===== src/common/gpgh_pkg.sv =====
// Package for the port G / port H general-purpose I/O block.
// Assumes a byte-wide register port and a single 100 MHz clock.
`default_nettype none

package gpgh_pkg;

    // ------------------------------------------------------------
    // Bus geometry
    // ------------------------------------------------------------
    localparam int ADDR_W = 8;
    localparam int DATA_W = 8;

    // ------------------------------------------------------------
    // Port widths
    // ------------------------------------------------------------
    localparam int G_PINS = 3;
    localparam int H_PINS = 2;
    localparam int SYNC_STAGES = 2;

    // ------------------------------------------------------------
    // Register offsets
    // ------------------------------------------------------------
    localparam logic [7:0] OFF_G_LATCH = 8'h0A;
    localparam logic [7:0] OFF_H_LATCH = 8'h0B;
    localparam logic [7:0] OFF_G_DIR = 8'h0E;
    localparam logic [7:0] OFF_H_DIR = 8'h0F;

    // ------------------------------------------------------------
    // Reset values
    // ------------------------------------------------------------
    localparam logic [7:0] DIR_RESET = 8'h00;
    localparam logic [7:0] RDATA_IDLE = 8'h00;

endpackage : gpgh_pkg

`default_nettype wire


===== src/core/gpgh_sync.sv =====
// Multi-bit two-flop synchroniser for asynchronous pin levels.
// Assumes each bit is an independent level; no word coherence.
`default_nettype none

module gpgh_sync #(
    parameter int WIDTH = 5
) (
    input wire logic clk,
    input wire logic arst_n,
    input wire logic [WIDTH-1:0] d,
    output logic [WIDTH-1:0] q
);

    logic [WIDTH-1:0] meta_r;
    logic [WIDTH-1:0] q_r;

    // Refused at elaboration, before any logic is built
    if (WIDTH < 1) begin : g_bad_width
        $error("gpgh_sync: WIDTH must be at least 1");
    end

    // First stage is read only by the second
    always_ff @(posedge clk or negedge arst_n) begin
        if (!arst_n) begin
            meta_r <= '0;
            q_r <= '0;
        end else begin
            meta_r <= d;
            q_r <= meta_r;
        end
    end

    assign q = q_r;

endmodule : gpgh_sync

`default_nettype wire


===== src/core/gpgh_top.sv =====
// Port G (3 pins) and port H (2 pins) general-purpose I/O block.
// Assumes a plain register port on clk and pins from outside the domain.
// Operation
// - Port G direction one drives the pin, zero makes it an input.
// - Reset clears all port G direction bits.
// - Port G data read returns the latch where direction is one.
// - Port G data read returns the pin level where direction is zero.
// - Data latch writes always succeed, whatever the direction.
// - Port H has two pins, each with latch and direction bit.
// - Port H latches are writable and untouched by reset.
// - Enabled keyboard bits make port H pins interrupt inputs.
// - Port H direction one drives the pin, zero makes it an input.
// - Reset clears both port H direction bits.
// - Port H data read returns the latch where direction is one.
// - Port H data read returns the pin level where direction is zero.
// - Port G latches are writable and untouched by reset.
// - Enabled keyboard bits make port G pins interrupt inputs.
//
// Decided for this implementation: the strobed register port.
`default_nettype none

module gpgh_top #(
    parameter int G_WIDTH = gpgh_pkg::G_PINS,
    parameter int H_WIDTH = gpgh_pkg::H_PINS
) (
    input wire logic clk,
    input wire logic arst_n,
    input wire logic [gpgh_pkg::ADDR_W-1:0] addr,
    input wire logic [gpgh_pkg::DATA_W-1:0] wdata,
    input wire logic wr_en,
    input wire logic rd_en,
    output logic [gpgh_pkg::DATA_W-1:0] rdata,
    input wire logic [G_WIDTH-1:0] g_pin_in,
    output logic [G_WIDTH-1:0] g_pin_out,
    output logic [G_WIDTH-1:0] g_pin_oe,
    input wire logic [H_WIDTH-1:0] h_pin_in,
    output logic [H_WIDTH-1:0] h_pin_out,
    output logic [H_WIDTH-1:0] h_pin_oe,
    input wire logic [G_WIDTH+H_WIDTH-1:0] keyboard_irq_enable_bits,
    output logic [G_WIDTH+H_WIDTH-1:0] keyboard_input_pins
);

    localparam int DW = gpgh_pkg::DATA_W;
    localparam int KW = G_WIDTH + H_WIDTH;

    // ------------------------------------------------------------
    // Elaboration checks
    // ------------------------------------------------------------
    if (G_WIDTH < 1 || G_WIDTH >= DW) begin : g_bad_g_width
        $error("gpgh_top: G_WIDTH out of range");
    end
    if (H_WIDTH < 1 || H_WIDTH >= DW) begin : g_bad_h_width
        $error("gpgh_top: H_WIDTH out of range");
    end

    // ------------------------------------------------------------
    // Helpers
    // ------------------------------------------------------------
    function automatic logic hit(
        input logic [gpgh_pkg::ADDR_W-1:0] a,
        input logic [7:0] off
    );
        hit = (a == off);
    endfunction : hit

    // Per-bit choice between latch and pin on a data read
    function automatic logic [DW-1:0] pin_view(
        input logic [DW-1:0] dir,
        input logic [DW-1:0] latch,
        input logic [DW-1:0] pin
    );
        pin_view = (dir & latch) | (~dir & pin);
    endfunction : pin_view

    // ------------------------------------------------------------
    // Pin synchronisers
    // ------------------------------------------------------------
    logic [KW-1:0] pin_s;
    logic [G_WIDTH-1:0] g_pin_s;
    logic [H_WIDTH-1:0] h_pin_s;

    gpgh_sync #(
        .WIDTH(KW)
    ) u_sync (
        .clk(clk),
        .arst_n(arst_n),
        .d({h_pin_in, g_pin_in}),
        .q(pin_s)
    );

    assign g_pin_s = pin_s[G_WIDTH-1:0];
    assign h_pin_s = pin_s[KW-1:G_WIDTH];

    // ------------------------------------------------------------
    // Data latches (no reset: contents survive a reset)
    // ------------------------------------------------------------
    logic [G_WIDTH-1:0] g_latch_r;
    logic [G_WIDTH-1:0] g_latch_nxt;
    logic [H_WIDTH-1:0] h_latch_r;
    logic [H_WIDTH-1:0] h_latch_nxt;

    always_comb begin
        g_latch_nxt = g_latch_r;
        h_latch_nxt = h_latch_r;
        if (wr_en && hit(addr, gpgh_pkg::OFF_G_LATCH)) begin
            g_latch_nxt = wdata[G_WIDTH-1:0];
        end
        if (wr_en && hit(addr, gpgh_pkg::OFF_H_LATCH)) begin
            h_latch_nxt = wdata[H_WIDTH-1:0];
        end
    end

    always_ff @(posedge clk) begin
        g_latch_r <= g_latch_nxt;
        h_latch_r <= h_latch_nxt;
    end

    // ------------------------------------------------------------
    // Direction registers and read port
    // ------------------------------------------------------------
    logic [G_WIDTH-1:0] g_dir_r;
    logic [G_WIDTH-1:0] g_dir_nxt;
    logic [H_WIDTH-1:0] h_dir_r;
    logic [H_WIDTH-1:0] h_dir_nxt;
    logic [DW-1:0] rdata_r;
    logic [DW-1:0] rdata_nxt;
    logic [KW-1:0] kbd_r;
    logic [KW-1:0] kbd_nxt;

    always_comb begin
        g_dir_nxt = g_dir_r;
        h_dir_nxt = h_dir_r;
        rdata_nxt = gpgh_pkg::RDATA_IDLE;
        if (wr_en && hit(addr, gpgh_pkg::OFF_G_DIR)) begin
            g_dir_nxt = wdata[G_WIDTH-1:0];
        end
        if (wr_en && hit(addr, gpgh_pkg::OFF_H_DIR)) begin
            h_dir_nxt = wdata[H_WIDTH-1:0];
        end
        // Unmapped reads answer zero rather than stale data
        if (rd_en) begin
            case (addr)
                gpgh_pkg::OFF_G_LATCH: begin
                    rdata_nxt = pin_view(
                        {{(DW-G_WIDTH){1'b0}}, g_dir_r},
                        {{(DW-G_WIDTH){1'b0}}, g_latch_r},
                        {{(DW-G_WIDTH){1'b0}}, g_pin_s});
                end
                gpgh_pkg::OFF_H_LATCH: begin
                    rdata_nxt = pin_view(
                        {{(DW-H_WIDTH){1'b0}}, h_dir_r},
                        {{(DW-H_WIDTH){1'b0}}, h_latch_r},
                        {{(DW-H_WIDTH){1'b0}}, h_pin_s});
                end
                gpgh_pkg::OFF_G_DIR: begin
                    rdata_nxt = {{(DW-G_WIDTH){1'b0}}, g_dir_r};
                end
                gpgh_pkg::OFF_H_DIR: begin
                    rdata_nxt = {{(DW-H_WIDTH){1'b0}}, h_dir_r};
                end
                default: begin
                    rdata_nxt = gpgh_pkg::RDATA_IDLE;
                end
            endcase
        end
        // Pin level seen by the keyboard module, driven pins included
        kbd_nxt = keyboard_irq_enable_bits & pin_s;
    end

    always_ff @(posedge clk or negedge arst_n) begin
        if (!arst_n) begin
            g_dir_r <= gpgh_pkg::DIR_RESET[G_WIDTH-1:0];
            h_dir_r <= gpgh_pkg::DIR_RESET[H_WIDTH-1:0];
            rdata_r <= gpgh_pkg::RDATA_IDLE;
            kbd_r <= '0;
        end else begin
            g_dir_r <= g_dir_nxt;
            h_dir_r <= h_dir_nxt;
            rdata_r <= rdata_nxt;
            kbd_r <= kbd_nxt;
        end
    end

    // ------------------------------------------------------------
    // Outputs
    // ------------------------------------------------------------
    // Latch written before the direction flips keeps the pin clean
    assign g_pin_out = g_latch_r;
    assign g_pin_oe = g_dir_r;
    assign h_pin_out = h_latch_r;
    assign h_pin_oe = h_dir_r;
    assign rdata = rdata_r;
    assign keyboard_input_pins = kbd_r;

    // ------------------------------------------------------------
    // Assertions
    // ------------------------------------------------------------
    logic g_dir_seen_r;
    logic h_dir_seen_r;

    always_ff @(posedge clk or negedge arst_n) begin
        if (!arst_n) begin
            g_dir_seen_r <= 1'b0;
            h_dir_seen_r <= 1'b0;
        end else begin
            if (wr_en && hit(addr, gpgh_pkg::OFF_G_DIR)) begin
                g_dir_seen_r <= 1'b1;
            end
            if (wr_en && hit(addr, gpgh_pkg::OFF_H_DIR)) begin
                h_dir_seen_r <= 1'b1;
            end
        end
    end
endmodule : gpgh_top

`default_nettype wire


===== config.mk =====
export PLATFORM = sky130hd
export DESIGN_NAME = gpgh_top
export DESIGN_NICKNAME = d
export VERILOG_FILES = /design/src/common/gpgh_pkg.sv /design/src/core/gpgh_sync.sv /design/src/core/gpgh_top.sv
export SDC_FILE = /design/constraint.sdc
export NUM_CORES = 1
export LEC_CHECK = 0
export BUFFER_PORTS_ARGS = -buffer_cell sky130_fd_sc_hd__buf_2
export CORE_MARGIN = 4
export CORE_UTILIZATION = 44
export DETAILED_ROUTE_END_ITERATION = 6
export PLACE_DENSITY = 0.78
export SYNTH_ARGS = -nofsm -noshare
export SYNTH_HDL_FRONTEND = slang
export SYNTH_SLANG_ARGS = --single-unit

===== constraint.sdc =====
create_clock -name clk -period 1.4 [get_ports clk]
set_input_delay 0.28 -clock clk [delete_from_list [all_inputs] [get_ports clk]]
set_output_delay 0.28 -clock clk [all_outputs]
set_load 0.02 [all_outputs]

=== After elaboration in Yosys (flattened, before gate mapping) ===
Cells that the tools add are included.

* Shifts and indexed selects: 0
* Mux-type cells: 2
* Add/subtract/negate cells: 0
* Multiply operators: 0
* Equality and inequality tests: 4
* $lt $le $gt $ge: 0
* Div/mod/pow operators: 0
* Reduce and logical (&&, ||, !) cells: 4
* Bitwise operators: 9

{| class="wikitable"
|+ Operator list
! operator !! number
|-
| 8-bit by 4-bit == test with 1-bit output (second input constant) || 4
|-
| 8-bit case mux with 4 select lines || 1
|-
| 8-bit by 2-bit bitwise AND with 8-bit output || 1
|-
| 8-bit by 3-bit bitwise AND with 8-bit output || 1
|-
| 8-bit two-way mux || 1
|-
| 2-bit NOT with 8-bit output || 1
|-
| 3-bit NOT with 8-bit output || 1
|-
| 2-bit by 8-bit OR with 8-bit output || 1
|-
| 3-bit by 8-bit OR with 8-bit output || 1
|-
| 5-bit bitwise AND || 1
|-
| 1-bit logical AND || 4
|-
| 3-bit bitwise AND || 1
|-
| 2-bit bitwise AND || 1
|}

* Memories: 0
* Logic and storage cells: 27
* Register bits: 33
* RAM bits: 0
* ROM bits: 0
* Bits in latches: 0
* Output and inout bits: 23

=== Depth between registers and ports, before layout ===
* Word-level depth: 5
* Gate-level depth with buffers: 4

=== By module ===
A second synthesis with hierarchy kept.

* Cells, all modules: 75
* Area total of the unflattened synthesis: 1052.3 sq um

{| class="wikitable"
|+ By module, submodules not included
! module !! area an instance (sq um) !! cells an instance !! times used
|-
| gpgh_top || 802.0 || 65 || 1
|-
| gpgh_sync || 250.2 || 10 || 1
|}

=== Worst setup path before layout ===
No wires, ideal clock.

* Kind: input to register
* Start: input port addr[5] (netlist bit)
* End: register g_latch_r[0], in the netlist g_pin_out[0] (enable)
* Data arrival time: 1.418 ns
* Setup slack: -0.363 ns
* Stages on the path: 3
* Cell sequence: or4_4 > or2_2 > nor3_1

* Word-level cells in the longest chain between the ends: 2

{| class="wikitable"
|+ RTL lines
! element !! line !! source
|-
| start, declared || gpgh_top.sv:28 || <nowiki>input wire logic [gpgh_pkg::ADDR_W-1:0] addr,</nowiki>
|-
| 8-bit by 4-bit == test with 1-bit output || gpgh_top.sv:63 || <nowiki>hit = (a == off);</nowiki>
|-
| 1-bit logical AND || gpgh_top.sv:105 || <nowiki>if (wr_en && hit(addr, gpgh_pkg::OFF_G_LATCH)) begin</nowiki>
|-
| end signal, assigned || gpgh_top.sv:114 || <nowiki>g_latch_r <= g_latch_nxt;</nowiki>
|-
| end, declared || gpgh_top.sv:97 || <nowiki>logic [G_WIDTH-1:0] g_latch_r;</nowiki>
|}

No other way between the ends.
A chain may end at the register's enable or synchronous reset.

=== Final worst setup path ===
* Start: input port addr[7] (netlist bit)
* End: register g_latch_r[1], in the netlist g_pin_out[1] (enable)

The elaborated chain is that of the path after synthesis.

==> impl_metrics.json <==
{
  "outcome": "complete, but fails checks",
  "violations": "negative setup slack",
  "timing.rr.end": "rdata[1]",
  "worst_r2r_path_depth": 3,
  "maxCapViolations": 0,
  "maxSlewViolCount": 0,
  "clk_latency_ps": 320,
  "cts_tree": "built",
  "clk_path_buf_depth": 2,
  "p_per_area_mw_per_mm2": 1060,
  "fmax_ghz": 0.713,
  "path_cells": "buf_6 > or4_4 > or2_4 > nor3_2",
  "h-tree-depth": 1,
  "wl_um": 2110,
  "n_antenna_cell": 0,
  "cpLargestDelayFamily": "simple AND/OR/NAND/NOR gates",
  "fp.coreArea_sq_mm": 0.00225,
  "post-route-min-period_ps": 1400,
  "hold_start": "h_pin_in[0]",
  "start_kind": "input port",
  "critPathCaptureType": "register",
  "path_clk_slew_ps": 140,
  "hold_viol_final": 0,
  "place_area_sq_mm": 0.00130,
  "holdCritPathClass": "input port to register",
  "finalCritPeriodShare": 1.00,
  "synth_compound_area_frac": 0.0737,
  "synth_edf_count": 5,
  "clock_skew_ps": 4.45,
  "finish.net_count": 153,
  "final_common_cell": "buf_2",
  "worstPathArrival_ps": 1430,
  "cp_slowest_cell": "or4_4",
  "r2r_slack_ps": 100,
  "synth_top_family_by_area": "simple AND/OR/NAND/NOR gates",
  "place_congestion": 0.889,
  "synth.ff_latch_count": 28,
  "path_max_fanout": 4,
  "die_h_um": 56.9,
  "synthXorXnorAreaFrac": 0,
  "yosysWarningCount": 0,
  "fillCellCount": 191,
  "drive_above_1_share": 0.508,
  "syn_area_sq_mm": 0.00105,
  "syn_to_final_growth_pct": 30.9,
  "layout_common_cells": "41 x buf_2, 23 x dfrtp_1",
  "leakagePower_nw": 0.677,
  "row_count": 17,
  "hold_end": "u_sync.meta_r[3]",
  "irDropWorstVdd_mv": 0.645,
  "numCtsBuffers": 3,
  "avgSynthCellArea_sq_um": 14.0,
  "finalSetupTns_ps": -9.70,
  "synth-adder-area-share": 0,
  "num_vias": 751,
  "finalSetupViolCount": 5,
  "start_util": 0.467,
  "overflow": 0,
  "cts_root_buffer": "clkbuf_4",
  "route.detailed.wl_per_inst_um": 14.1,
  "die_area_sq_mm": 0.00324,
  "required_ps": 1420,
  "io_pins": 53,
  "grtUsageTotal": 0.140,
  "hold_depth": 1,
  "setup_slack_ps": -2.52,
  "grt_pass1_vias": 761,
  "yosys.area_share.simple": 0.130,
  "synth.distinct_cells": 22,
  "max_stage_delay_ps": 570,
  "synth_cells": 75,
  "muxShareOfSynthArea": 0.0535,
  "finalPower_mw": 1.46,
  "grt_pass1_wl_um": 3350,
  "firstDrtPassIters": 4,
  "pre_cts_slack_ps": -433,
  "timing.rr.start": "g_pin_oe[1]",
  "rsz0062_at_grt": "true",
  "dp_hpwl_um": 1700,
  "grt_max_degree": 24,
  "regArea_sq_um": 726,
  "criticalPathCategory": "input port to register",
  "io_buffers": 42,
  "route.detailed.drc": 0,
  "postSynth.asyncResetShare": 0.821,
  "final_area_sq_mm": 0.00138,
  "cts_setup_buffers": 0,
  "synthFlopType": "dfrtp_1",
  "yosysSeqAreaShare": 0.690,
  "viasPerCell": 5.01,
  "antenna_left": 0,
  "multiInputGateArea_sq_um": 313,
  "drt_iter0_drc": 11,
  "cts_sinks": 28,
  "die_w_um": 56.9,
  "critical_path_buf_inv_count": 1,
  "antenna_found_initial": 0
}
-- through the flow --
| step | utilization | std cells | hold WS, ps |
|---|---|---|---|
| finish | 0.611 | 150 | 58.2 |
| floorplan | - | 79 | -15.6 |
| detailed placement | 0.578 | 145 | 272 |
| global placement | 0.578 | 145 | 267 |
| global route | 0.611 | 150 | 23.3 |
| CTS | 0.611 | 150 | 46.9 |
-- final cells by class --
type	count	area share
flip-flops and latches	28	0.527
multi-input cells	42	0.227
repair buffers	46	0.181
clock buffers	4	0.0345
well taps	28	0.0254
inverters	2	0.00545
-- state kept, by name, indices dropped and copies added (netlist names) --
register             count
g_pin_oe                 3
g_pin_out                3
h_pin_oe                 2
h_pin_out                2
keyboard_input_pins      5
rdata                    3
u_sync.meta_r            5
u_sync.q                 5
-- per-layer routing --
metal / GRT usage / wire (um) / vias up / part of all wire
met5: 0 / 0 / - / 0
met4: 0.0894 / 65 / 0 / 0.031
met3: 0.0391 / 169 / 6 / 0.080
met2: 0.217 / 1020 / 35 / 0.48
met1: 0.171 / 857 / 359 / 0.41
li1: - / - / 351 / -
-- logic make-up after synthesis --
| group | after synthesis |
|---|---|
| simple gates | 20 |
| flops | 28 |
| buf+inv | 9 |
| compound gates | 12 |
| mux | 5 |
| other cells | 1 |
-- worst max path at each step --
stage / start / to / slack (ps) / cells after the start
4_1_cts: addr[7] / g_pin_out[1] / -2 / 4
2_1_floorplan: addr[5] / h_pin_out[0] / -200 / 3
5_1_grt: addr[7] / g_pin_oe[1] / -10 / 4
3_5_place_dp: addr[5] / h_pin_oe[0] / -430 / 4
3_3_place_gp: addr[5] / h_pin_oe[1] / -430 / 4
6_report: addr[7] / g_pin_out[1] / -3 / 4
-- synth_stat cells (2+ instances only) --
| master | instances | share of area |
|---|---|---|
| buf_4 | 5 | 0.036 |
| and2_1 | 5 | 0.030 |
| edfxtp_1 | 5 | 0.14 |
| nor3b_1 | 2 | 0.014 |
| nor2_1 | 2 | 0.0071 |
| clkbuf_1 | 2 | 0.0071 |
| a211oi_1 | 3 | 0.021 |
| o21ai_0 | 3 | 0.014 |
| mux2_2 | 5 | 0.054 |
| nand3_1 | 3 | 0.014 |
| dfrtp_1 | 23 | 0.55 |
| a21oi_1 | 2 | 0.0095 |
| or2_2 | 2 | 0.012 |
| nor3_1 | 2 | 0.0095 |
| inv_1 | 2 | 0.0071 |
| o21a_1 | 3 | 0.021 |
-- timing repair --
action / in CTS / in global routing
hold endpoints to repair: 23 / 0
pin swaps: 2 / 0
resized for setup: 3 / 0
setup endpoints to repair: 4 / 4
hold buffers: 1 / 0
cloned: 0 / 0
-- power by group --
group | internal [mW] | switching (mW) | leakage (nW)
logic | 0.0642 | 0.0874 | 0.314
registers | 0.858 | 0.0148 | 0.337
clock network | 0.218 | 0.219 | 0.0261
Power figures use the tool's default switching activity.
